==> config.mk <==
export PLATFORM = sky130hd
export DESIGN_NAME = oau_core
export DESIGN_NICKNAME = d
export VERILOG_FILES = /design/src/verilog/oau_regfile.sv /design/src/verilog/oau_core.sv
export SDC_FILE = /design/constraint.sdc
export NUM_CORES = 1
export LEC_CHECK = 0
export ABC_AREA = 1
export ABC_CLOCK_PERIOD_IN_PS = 5400
export BUFFER_PORTS_ARGS = -buffer_cell sky130_fd_sc_hd__buf_2
export CAP_MARGIN = 10
export CORE_UTILIZATION = 44
export CTS_CLUSTER_DIAMETER = 200
export DETAILED_ROUTE_END_ITERATION = 10
export GPL_ROUTABILITY_DRIVEN = 1
export GPL_TIMING_DRIVEN = 0
export PLACE_DENSITY = 0.66
export SLEW_MARGIN = 20
export SYNTH_ARGS = -nofsm -noshare
export SYNTH_HDL_FRONTEND = slang
export SYNTH_SLANG_ARGS = --single-unit
==> constraint.sdc <==
create_clock -name pclk -period 5.4 [get_ports pclk]
set_clock_uncertainty 0.15 [all_clocks]
set_input_delay 0 -clock pclk [delete_from_list [all_inputs] [get_ports pclk]]
set_output_delay 0 -clock pclk [all_outputs]
set_load 0.03 [all_outputs]
==> src/verilog/oau_regfile.sv <==
// Purpose: Shared constants and types, plus the 16 x 20-bit CPU register file.
// Assumes: One clock (pclk), asynchronous active-low reset (presetn).
// Notes:   Register file read data comes out of a flop, one cycle after the address.
// How it works
// - Decode seven source, four destination modes
// - Register mode: register contents are operand
// - Indexed: address is register plus index
// - Symbolic: indexed mode with program counter base
// - Absolute: status slot base, word is address
// - Indirect: register points at source operand
// - Autoincrement: pointer plus 1, 2 or 4
// - Immediate: autoincrement on program counter
// - Byte write clears destination bits 19:8
// - Word write clears destination bits 19:16
// - Address-word write keeps all 20 bits
// - Sign extend copies bit 7 upward
// - Length bit with byte bit 01 selects 20-bit
// - Low base: 16-bit sum, upper bits cleared
// - High base: sign-extended index, 20-bit sum
// - Index words follow instruction, both operands
// - Any source/destination mode pair, full range
package oau_pkg;
    // ==========================================================
    // APB register offsets
    localparam int APB_AW = 8;
    localparam logic [7:0] OFF_CTRL = 8'h00;
    localparam logic [7:0] OFF_STATUS = 8'h04;
    localparam logic [7:0] OFF_INSTR = 8'h08;
    localparam logic [7:0] OFF_EXT = 8'h0C;
    localparam logic [7:0] OFF_SRC_INDEX = 8'h10;
    localparam logic [7:0] OFF_DST_INDEX = 8'h14;
    localparam logic [7:0] OFF_RESULT = 8'h18;
    localparam logic [7:0] OFF_SRC_OPERAND = 8'h1C;
    localparam logic [7:0] OFF_SRC_ADDR = 8'h20;
    localparam logic [7:0] OFF_DST_ADDR = 8'h24;
    localparam logic [7:0] OFF_DST_OPERAND = 8'h28;
    localparam logic [7:0] OFF_CPU_REG = 8'h40;
    // ==========================================================
    // Control bits and instruction field positions
    localparam int CTRL_START = 0;
    localparam int CTRL_WB = 1;
    localparam int CTRL_SXT = 2;
    localparam int CTRL_EXT_ON = 3;
    localparam int INS_SREG_LSB = 8;
    localparam int INS_AD_BIT = 7;
    localparam int INS_BW_BIT = 6;
    localparam int INS_AS_LSB = 4;
    localparam int INS_DREG_LSB = 0;
    localparam int EXT_SHI_LSB = 7;
    localparam int EXT_AL_BIT = 6;
    localparam int EXT_DHI_LSB = 0;
    // ==========================================================
    // Modes, special registers, increments, reset values
    localparam logic [1:0] AS_REG = 2'h0;
    localparam logic [1:0] AS_INDEXED = 2'h1;
    localparam logic [1:0] AS_INDIRECT = 2'h2;
    localparam logic [1:0] AS_AUTOINC = 2'h3;
    localparam logic [3:0] REG_PC = 4'h0;
    localparam logic [3:0] REG_SR = 4'h2;
    localparam logic [19:0] STEP_BYTE = 20'h0_0001;
    localparam logic [19:0] STEP_WORD = 20'h0_0002;
    localparam logic [19:0] STEP_AWORD = 20'h0_0004;
    localparam logic [15:0] RST_WORD16 = 16'h0000;
    localparam logic [19:0] RST_WORD20 = 20'h0_0000;
    localparam logic [31:0] RST_WORD32 = 32'h0000_0000;

    typedef enum logic [1:0] {SZ_BYTE, SZ_WORD, SZ_AWORD} oau_size_t;

    typedef struct packed {
        logic rd;
        logic [19:0] addr;
    } oau_mem_req_t;
endpackage

module oau_regfile #(
    parameter int DEPTH = 16,
    parameter int WIDTH = 20
) (
    // Clock
    input wire logic pclk,
    // Write port
    input wire logic we,
    input wire logic [$clog2(DEPTH)-1:0] waddr,
    input wire logic [WIDTH-1:0] wdata,
    // Registered read port
    input wire logic [$clog2(DEPTH)-1:0] raddr,
    output logic [WIDTH-1:0] rdata
);
    logic [WIDTH-1:0] mem [DEPTH];

    always_ff @(posedge pclk) begin
        if (we) begin
            mem[waddr] <= wdata;
        end
    end

    always_ff @(posedge pclk) begin
        rdata <= mem[raddr];
    end
endmodule // oau_regfile

==> src/verilog/oau_core.sv <==
// Purpose: Operand addressing unit: decodes operand modes, forms operand addresses,
//          fetches memory operands and writes register results with size handling.
// Assumes: APB slave for software; memory port on the same clock as pclk.
// Notes:   APB accesses stall while a decode is running.
module oau_core import oau_pkg::*; (
    // Clock and reset
    input wire logic pclk,
    input wire logic presetn,
    // APB slave
    input wire logic psel,
    input wire logic penable,
    input wire logic pwrite,
    input wire logic [APB_AW-1:0] paddr,
    input wire logic [31:0] pwdata,
    output logic [31:0] prdata,
    output logic pready,
    output logic pslverr,
    // Operand memory read port
    output oau_mem_req_t mem_req,
    input wire logic [19:0] mem_rdata,
    input wire logic mem_ack
);
    // ==========================================================
    // Declarations
    typedef enum logic [2:0] {ST_IDLE, ST_RDSRC, ST_RDDST, ST_CALC, ST_FETCH, ST_INC} oau_state_t;

    oau_state_t state_reg;
    logic [15:0] instr_reg, ext_reg, sidx_reg, didx_reg;
    logic [19:0] result_reg, src_val_reg, src_op_reg, dst_op_reg;
    logic [19:0] src_addr_reg, dst_addr_reg;
    logic ext_on_reg, src_mem_reg, dst_mem_reg, rf_pend_reg;
    logic [31:0] prdata_reg;
    logic pready_reg, pslverr_reg;
    oau_mem_req_t mem_req_reg;

    logic [3:0] src_sel, dst_sel, rf_raddr, rf_waddr;
    logic [1:0] as_mode;
    logic ad_bit, busy, acc, acc_rf, rf_we;
    logic [19:0] rf_rdata, rf_wdata;
    oau_size_t size;
    logic [31:0] rd_mux;
    logic rd_hit;
    logic [5:0] status_word;

    // ==========================================================
    // Helpers
    function automatic logic [19:0] size_mask(input logic [19:0] v, input oau_size_t sz);
        logic [19:0] r;
        r = v;
        case (sz)
            SZ_BYTE: r = {12'h000, v[7:0]};
            SZ_WORD: r = {4'h0, v[15:0]};
            SZ_AWORD: r = v;
            default: r = {4'h0, v[15:0]};
        endcase
        return r;
    endfunction

    function automatic logic [19:0] index_addr(input logic [19:0] base, input logic [15:0] idx,
                                               input logic [3:0] hi, input logic ext);
        logic [19:0] r;
        r = RST_WORD20;
        if (ext) begin
            r = base + {hi, idx};
        end else if (base[19:16] == 4'h0) begin
            r = {4'h0, base[15:0] + idx};
        end else begin
            r = base + {{4{idx[15]}}, idx};
        end
        return r;
    endfunction

    function automatic logic [19:0] step_of(input oau_size_t sz);
        logic [19:0] r;
        r = STEP_WORD;
        case (sz)
            SZ_BYTE: r = STEP_BYTE;
            SZ_WORD: r = STEP_WORD;
            SZ_AWORD: r = STEP_AWORD;
            default: r = STEP_WORD;
        endcase
        return r;
    endfunction

    // ==========================================================
    // Decode
    always_comb begin
        src_sel = instr_reg[INS_SREG_LSB +: 4];
        dst_sel = instr_reg[INS_DREG_LSB +: 4];
        as_mode = instr_reg[INS_AS_LSB +: 2];
        ad_bit = instr_reg[INS_AD_BIT];
        // Length bit is active low; without an extension word it reads as 1
        case ({ext_on_reg ? ext_reg[EXT_AL_BIT] : 1'b1, instr_reg[INS_BW_BIT]})
            2'b11: size = SZ_BYTE;
            2'b10: size = SZ_WORD;
            2'b01: size = SZ_AWORD;
            default: size = SZ_WORD;
        endcase
    end

    assign busy = (state_reg != ST_IDLE);
    assign acc = psel & penable & ~pready_reg & ~busy;
    assign acc_rf = acc & (paddr[7:6] == OFF_CPU_REG[7:6]);

    // ==========================================================
    // Register file port steering
    always_comb begin
        rf_raddr = paddr[5:2];
        rf_we = 1'b0;
        rf_waddr = paddr[5:2];
        rf_wdata = pwdata[19:0];
        case (state_reg)
            ST_RDSRC: rf_raddr = src_sel;
            ST_RDDST: rf_raddr = dst_sel;
            ST_INC: begin
                rf_we = 1'b1;
                rf_waddr = src_sel;
                rf_wdata = src_val_reg + ((src_sel == REG_PC) ? STEP_WORD : step_of(size));
            end
            default: begin
                if (acc_rf && pwrite) begin
                    rf_we = 1'b1;
                end else if (acc && pwrite && paddr == OFF_CTRL && pwdata[CTRL_WB] && !ad_bit) begin
                    rf_we = 1'b1;
                    rf_waddr = dst_sel;
                    rf_wdata = pwdata[CTRL_SXT] ? {{12{result_reg[7]}}, result_reg[7:0]}
                                                : size_mask(result_reg, size);
                end
            end
        endcase
    end

    oau_regfile #(.DEPTH(16), .WIDTH(20)) u_regfile (
        .pclk(pclk),
        .we(rf_we),
        .waddr(rf_waddr),
        .wdata(rf_wdata),
        .raddr(rf_raddr),
        .rdata(rf_rdata)
    );

    // ==========================================================
    // Software-written registers
    always_ff @(posedge pclk or negedge presetn) begin
        if (!presetn) begin
            instr_reg <= RST_WORD16;
            ext_reg <= RST_WORD16;
            sidx_reg <= RST_WORD16;
            didx_reg <= RST_WORD16;
            result_reg <= RST_WORD20;
            ext_on_reg <= 1'b0;
        end else if (acc && pwrite) begin
            case (paddr)
                OFF_CTRL: ext_on_reg <= pwdata[CTRL_EXT_ON];
                OFF_INSTR: instr_reg <= pwdata[15:0];
                OFF_EXT: ext_reg <= pwdata[15:0];
                OFF_SRC_INDEX: sidx_reg <= pwdata[15:0];
                OFF_DST_INDEX: didx_reg <= pwdata[15:0];
                OFF_RESULT: result_reg <= pwdata[19:0];
                default: ;
            endcase
        end
    end

    // ==========================================================
    // Operand sequencer
    always_ff @(posedge pclk or negedge presetn) begin
        if (!presetn) begin
            state_reg <= ST_IDLE;
            src_val_reg <= RST_WORD20;
            src_op_reg <= RST_WORD20;
            dst_op_reg <= RST_WORD20;
            src_addr_reg <= RST_WORD20;
            dst_addr_reg <= RST_WORD20;
            src_mem_reg <= 1'b0;
            dst_mem_reg <= 1'b0;
            mem_req_reg <= '0;
        end else begin
            case (state_reg)
                ST_IDLE: begin
                    if (acc && pwrite && paddr == OFF_CTRL && pwdata[CTRL_START]) begin
                        state_reg <= ST_RDSRC;
                    end
                end
                ST_RDSRC: state_reg <= ST_RDDST;
                ST_RDDST: begin
                    src_val_reg <= rf_rdata;
                    state_reg <= ST_CALC;
                end
                ST_CALC: begin
                    // Destination: register or indexed; any pairing with the source
                    dst_mem_reg <= ad_bit;
                    dst_op_reg <= size_mask(rf_rdata, size);
                    dst_addr_reg <= ad_bit ? index_addr((dst_sel == REG_SR) ? RST_WORD20 : rf_rdata,
                                                        didx_reg, ext_reg[EXT_DHI_LSB +: 4],
                                                        ext_on_reg)
                                           : RST_WORD20;
                    src_mem_reg <= (as_mode != AS_REG);
                    case (as_mode)
                        AS_REG: begin
                            src_op_reg <= size_mask(src_val_reg, size);
                            src_addr_reg <= RST_WORD20;
                            state_reg <= ST_IDLE;
                        end
                        AS_INDEXED: begin
                            // PC base gives symbolic, status slot base gives absolute
                            src_addr_reg <= index_addr((src_sel == REG_SR) ? RST_WORD20
                                                                           : src_val_reg,
                                                       sidx_reg, ext_reg[EXT_SHI_LSB +: 4],
                                                       ext_on_reg);
                            mem_req_reg.rd <= 1'b1;
                            mem_req_reg.addr <= index_addr((src_sel == REG_SR) ? RST_WORD20
                                                                               : src_val_reg,
                                                           sidx_reg, ext_reg[EXT_SHI_LSB +: 4],
                                                           ext_on_reg);
                            state_reg <= ST_FETCH;
                        end
                        default: begin
                            // Indirect and autoincrement: register is the pointer;
                            // on the PC autoincrement is the immediate form
                            src_addr_reg <= src_val_reg;
                            mem_req_reg.rd <= 1'b1;
                            mem_req_reg.addr <= src_val_reg;
                            state_reg <= ST_FETCH;
                        end
                    endcase
                end
                ST_FETCH: begin
                    if (mem_ack) begin
                        src_op_reg <= size_mask(mem_rdata, size);
                        mem_req_reg.rd <= 1'b0;
                        state_reg <= (as_mode == AS_AUTOINC) ? ST_INC : ST_IDLE;
                    end
                end
                ST_INC: state_reg <= ST_IDLE;
                default: state_reg <= ST_IDLE;
            endcase
        end
    end

    // ==========================================================
    // Status word
    // Bit 3 is spare; size sits at 5:4 for software masks
    always_comb begin
        status_word = 6'h00;
        status_word[0] = busy;
        status_word[1] = src_mem_reg;
        status_word[2] = dst_mem_reg;
        status_word[5:4] = size;
    end

    // ==========================================================
    // APB read data and answer
    always_comb begin
        rd_hit = 1'b1;
        rd_mux = RST_WORD32;
        case (paddr)
            OFF_CTRL: rd_mux[CTRL_EXT_ON] = ext_on_reg;
            OFF_STATUS: rd_mux[5:0] = status_word;
            OFF_INSTR: rd_mux[15:0] = instr_reg;
            OFF_EXT: rd_mux[15:0] = ext_reg;
            OFF_SRC_INDEX: rd_mux[15:0] = sidx_reg;
            OFF_DST_INDEX: rd_mux[15:0] = didx_reg;
            OFF_RESULT: rd_mux[19:0] = result_reg;
            OFF_SRC_OPERAND: rd_mux[19:0] = src_op_reg;
            OFF_SRC_ADDR: rd_mux[19:0] = src_addr_reg;
            OFF_DST_ADDR: rd_mux[19:0] = dst_addr_reg;
            OFF_DST_OPERAND: rd_mux[19:0] = dst_op_reg;
            default: rd_hit = 1'b0;
        endcase
    end

    always_ff @(posedge pclk or negedge presetn) begin
        if (!presetn) begin
            prdata_reg <= RST_WORD32;
            pready_reg <= 1'b0;
            pslverr_reg <= 1'b0;
            rf_pend_reg <= 1'b0;
        end else if (pready_reg) begin
            pready_reg <= 1'b0;
            pslverr_reg <= 1'b0;
        end else if (acc_rf && !pwrite) begin
            // Register file read needs one extra cycle for its output flop
            if (rf_pend_reg) begin
                prdata_reg <= {12'h000, rf_rdata};
                pready_reg <= 1'b1;
                rf_pend_reg <= 1'b0;
            end else begin
                rf_pend_reg <= 1'b1;
            end
        end else if (acc) begin
            prdata_reg <= pwrite ? RST_WORD32 : (rd_hit ? rd_mux : RST_WORD32);
            pready_reg <= 1'b1;
            pslverr_reg <= ~rd_hit & ~acc_rf;
        end
    end

    assign prdata = prdata_reg;
    assign pready = pready_reg;
    assign pslverr = pslverr_reg;
    assign mem_req = mem_req_reg;
endmodule // oau_core

== After elaboration in Yosys (flattened, before gate mapping) ==
Memories as Yosys holds them, arrays and structs flattened. A register that Yosys moved wholly into a read port is not among the register bits.
Index checks and enable logic that the tools add are counted.

* Bits in registers: 246
* Memory bits (writable): 320
* Input bits: 66
* Output and inout bits: 55
* Word-level logic and storage cells: 163
* Memories kept: 1

{| class="wikitable"
|+ Memories
! memory !! depth !! width !! rd ports !! clocked after memory_dff !! wr ports !! line !! source
|-
| u_regfile.mem || 16 || 20 || 1 || 1 || 1 || oau_regfile.sv:89 || <nowiki>logic [WIDTH-1:0] mem [DEPTH];</nowiki>
|}

* Add/subtract/negate cells: 7
* Equality and inequality tests: 29
* Mux-type cells: 60
* Bitwise gates (word level): 10
* Reductions and logical operators: 36

{| class="wikitable"
|+ Operator list
! kind !! number
|-
| 20-bit two-way mux || 16
|-
| 20-bit one-hot mux with 2 select lines || 7
|-
| 20-bit adder || 5
|-
| 32-bit two-way mux || 3
|-
| 10-bit one-hot mux with 9 select lines || 1
|-
| 21-bit one-hot mux with 2 select lines || 1
|-
| 16-bit adder || 2
|-
| 8-bit by 5-bit equality test with 1-bit output, second input constant || 4
|-
| 3-bit one-hot mux with 10 select lines || 1
|-
| 8-bit by 6-bit equality test with 1-bit output, second input constant || 3
|-
| 2-bit one-hot mux with 10 select lines || 1
|-
| 4-bit one-hot mux with 5 select lines || 1
|-
| 2-bit AND reduction || 10
|-
| 8-bit by 4-bit equality test with 1-bit output, second input constant || 2
|-
| 4-bit one-hot mux with 2 select lines || 2
|-
| 1-bit two-way mux || 15
|-
| 3-bit one-hot mux with 5 select lines || 1
|-
| 4-bit zero test || 3
|-
| 3-bit two-way mux || 4
|-
| 11-bit OR reduction || 1
|-
| 2-bit inequality test, second input constant || 5
|-
| 1-bit one-hot mux with 10 select lines || 1
|-
| 3-bit AND reduction || 3
|-
| 4-bit by 2-bit equality test with 1-bit output, second input constant || 2
|-
| 21 further kinds || 48
|}

== Depth between registers and ports, before layout ==
* Depth after elaboration: 12
* Mapped depth: 21
* Mapped depth without buffers: 20

== Modules after synthesis ==
Synthesis repeated with hierarchy kept, for this count alone.

* Cells, all modules: 3416
* Area total of the unflattened synthesis: 29034.1 um2

{| class="wikitable"
|+ Modules (own cells, without submodules)
! module !! instances !! cells each !! area each (um2) !! sequential area each (um2)
|-
| oau_core || 1 || 2079 || 14843.0 || 5855.6
|-
| oau_regfile || 1 || 1337 || 14191.1 || 10009.6
|}

== Least setup slack after synthesis ==
No wires, ideal clock.

* Path type: register to register
* Start: register ext_on_reg
* End: memory u_regfile.mem[0][8], data pin
* Library setup time: 0.419 ns
* Arrival: 3.232 ns
* Slack: 1.599 ns
* Stages on the path, launching flop included: 16
* Clock period less this slack: 3.801 ns
* Path through: dfrtp_1 > clkbuf_1 > nand2_1 > nand2_1 > clkbuf_1 > nor2_1 > ha_1 > inv_1 > fa_1 > inv_1 > nand2_1 > nand2_1 > nand2_1 > nor2_1 > a31oi_1 > o311ai_0

* Word-level cells in the longest chain between the ends: 9
* Elaborated cells on any way between the ends: 15
* Classes of those cells: add/sub: 1; eq/ne: 3; mux: 10; reduce/logical: 1

{| class="wikitable"
|+ RTL lines
! element !! line !! source
|-
| start: declaration || oau_core.sv:31 || <nowiki>logic ext_on_reg, src_mem_reg, dst_mem_reg, rf_pend_reg;</nowiki>
|-
| start signal: assignment || oau_core.sv:154 || <nowiki>OFF_CTRL: ext_on_reg <= pwdata[CTRL_EXT_ON];</nowiki>
|-
| 1-bit two-way mux * || oau_core.sv:93 || <nowiki>case ({ext_on_reg ? ext_reg[EXT_AL_BIT] : 1'b1, instr_reg[INS_BW_BIT]})</nowiki>
|-
| 2-bit by 1-bit equality test with 1-bit output / 2-bit equality test (equally long branches) || oau_core.sv:93 ||
|-
| 2-bit one-hot mux with 2 select lines * || oau_core.sv:93 ||
|-
| 2-bit equality test / 2-bit zero test (equally long branches) || oau_core.sv:50, oau_core.sv:76 ||
|-
| 3-bit one-hot mux with 2 select lines / 20-bit one-hot mux with 2 select lines (equally long branches) || oau_core.sv:76, oau_core.sv:50 ||
|-
| 20-bit two-way mux (on tied branches) || oau_core.sv:112, oau_core.sv:126 ||
|-
| 20-bit two-way mux (on tied branches) || oau_core.sv:118, oau_core.sv:123 ||
|-
| 20-bit adder / 20-bit two-way mux (equally long branches) || oau_core.sv:118, oau_core.sv:121 ||
|-
| 20-bit one-hot mux with 2 select lines * || oau_core.sv:112 || <nowiki>case (state_reg)</nowiki>
|-
| via rf_wdata[8] || oau_core.sv:39 || <nowiki>logic [19:0] rf_rdata, rf_wdata;</nowiki>
|-
| end: declaration || oau_regfile.sv:89 ||
|}

Mark *: on every way through the listed nets, which the timed path passes. The rest lies on a longest branch. The select of a mux whose other input is x is not followed.

== Worst setup path in the final report ==
* Start: register ext_on_reg
* End: memory u_regfile.mem[14][16], data pin

Same word-level chain as after synthesis.

==> results.toml <==
[synth]
synthCells = 3150
synth.distinct_cells = 50
synthTopCellsByArea = "edfxtp_1 34%, dfrtp_1 21%, nand2_1 8.7%"
synth_area_mm2 = 0.0281
seq_area_frac_synth_pct = 56.5
yosysTopAreaCell = "edfxtp_1"
yosys.area.top_type_share_pct = 34.2
synth.ff_latch_count = 574
synth-warning-count = 0
avgSynthCellArea_um2 = 8.92

[clock_tree]
clockRootBuffer = "clkbuf_16"
htreeDepth = 2
clkTransAtPathRegs_ps = 60
ctsLongestPathBuffers = 3
cts_sinks = 574
cts_tree = "yes"
cts_buffers = 60
clk_latency_ps = 660
post-cts-setup-buffer-count = 0

[layout]
final_cell_area_mm2 = 0.0329
nNetsFinal = 3526
stdcell_count = 4305
multi_input_area_mm2 = 0.0101
final_common_cell = "nand2_1"
antenna_cells = 0
layout_common_cells = "651 x nand2_1, 420 x inv_1, 320 x edfxtp_1"
fillers = 5887
seq_area_mm2 = 0.0159
drive_gt1_share_pct = 9.22
syn2layout_area_growth_pct = 17.2
largest_reg_flops = 320
final_util_pct = 52.2

[timing]
finalMaxSlewViolations = 0
setup-violations-final = 0
rsz0062_at_grt = "no"
relSlewSlack_pct = 32.6
hold_viol = 0
fin_hold_ws_ps = 51.9
fmax_mhz = 195
worst_pin_slew_ps = 1010
fin_crit_sh_pct = 94.9
fin_crit_ps = 5130

[power_and_ir_drop]
ir_drop_mv = 0.341
leakagePower_nw = 14.1
power_density_mw_per_mm2 = 476
power.total_w = 0.0157

[setup_path]
cp_data_required_time_ps = 5660
critPathMaxFanout = 9
cp-start-kind = "flop"
crit_type = "flop to flop"
arrival_ps = 5380
cp-end-kind = "flop"
reg2regPathDepth = 18

[route]
viasPerCell = 5.62
drc = 0
drtIter0Drc = 2924
drtPass1Iterations = 6
via_count = 24176
drtAntennaViolNets = 0
routed_wl_mm = 98.2
post_drt_wl_per_cell_um = 22.8

[place]
gp_congestion = 1.03
hpwlAfterDp_mm = 73.9
portBuffers = 95
dpl-instance-area_mm2 = 0.0303
dp.cells = 4141

[floorplan]
rows = 92
dieArea_mm2 = 0.0649
start_util_pct = 44.5
io_pins = 121
coreArea_mm2 = 0.0631
fp.dieW_um = 255
fp.dieH_um = 255

[global_routing]
grt_pass1_wl_mm = 146
grt_pass1_vias = 22792
grt_max_degree = 73
antenna_found_initial = 4
grt_remaining_overflow = 0
grt_usage_pct = 30.7

[worst_hold_path]
worstHoldPathCells = 4
hold_path.class = "primary input to flop"

[status]
status = "finished clean"

[job]
cap_violations = 0
[power by group]
group / leakage, nW / switching [W] / internal, W
registers: 6.18 / 0.000430 / 0.00548
logic: 6.91 / 0.00382 / 0.00150
clock network: 1.03 / 0.00181 / 0.00264
total: 14.1 / 0.00605 / 0.00962
[synthesized netlist by cell type, drive strengths merged]
library cell,number
o31ai,1
nand4,21
dfrtp,234
a41oi,1
a21o,4
a22oi,3
ha,47
clkbuf,103
clkinv,3
nand2,653
nor4,2
xor2,6
nor2b,1
buf,56
o2bb2ai,1
o22ai,50
nand3,229
a21oi,221
o2111ai,2
and3,1
o221ai,5
or2,1
conb,1
nor2,203
o21a,1
edfxtp,320
nand3b,9
xnor2,2
o21bai,5
o21ai,323
o211ai,150
dfxtp,20
and2,3
a21boi,1
a31oi,6
o311ai,1
inv,425
fa,3
nor3,32
[per-stage QoR]
stage,setup WS (ps),setup TNS (ps)
6_report,274,0
3_5_place_dp,-7.03,-99.0
4_1_cts,314,0
5_1_grt,145,0
3_3_place_gp,-2050,-117640
2_1_floorplan,1600,0
[final cells by class]
class                   count  area share (%)
plain buffers             158            2.09
inverters                 428            4.88
repair buffers            188            4.50
clock inverters            30            1.40
clock buffers              81            5.04
well taps                 846            3.21
multi-input cells        2000            30.7
flip-flops and latches    574            48.2
[final timing paths]
check | from | end | slack, ps
max in group asynchronous | presetn | sidx_reg[13] | 4070
min in group asynchronous | presetn | state_reg[1] | 330
worst min register to register | rf_pend_reg | rf_pend_reg | 330
worst min-delay path | mem_rdata[7] | src_op_reg[7] | 50
worst max register to register | ext_on_reg | u_regfile.mem[14][16] | 270
worst max-delay path | ext_on_reg | u_regfile.mem[14][16] | 270
[worst max-delay path, stage by stage, from the launching register on]
cell and delay [ps]:
dfrtp_1 820, nand2_1 240, nor2_2 610, inv_1 280, nor2_1 250, ha_1 220, nand2_1 80, nand2_1 60
nand2_1 80, nor2_1 250, nand4_1 190, nor2_1 230, nand2_1 140, inv_1 110, nand3_1 80, nand3_1 270
o211ai_1 330, buf_4 280, buf_4 180
[per-layer routing]
metal | track usage, % | wire length [µm] | vias up
li1 | - | - | 11212
met3 | 5.46 | 9310 | 268
met4 | 16.1 | 5680 | 6
met2 | 48.7 | 44300 | 1246
met1 | 40.1 | 38800 | 11444
met5 | 0 | 43 | -
[logic make-up (layout without fill, tap and decap cells)]
group                    count (synthesis)  in the layout  share of synthesized area [%]
buffers and inverters                  587            885                           8.17
XOR/XNOR                                 8              8                          0.249
flip-flops                             574            574                           56.5
AO/OA/AOI/OAI                          775            775                           15.7
adder cells (fa/ha/maj)                 50             50                           2.31
other                                    1             12                         0.0133
AND/OR/NAND/NOR                       1155           1155                           17.1
[what timing repair did]
| item | CTS | global route |
|---|---|---|
| hold buffers | 54 | 0 |
| gates resized for setup | 1 | 0 |
| hold endpoints to repair | 437 | 0 |
| setup endpoints to repair | 24 | 35 |
Power figures use the tool's default switching activity.
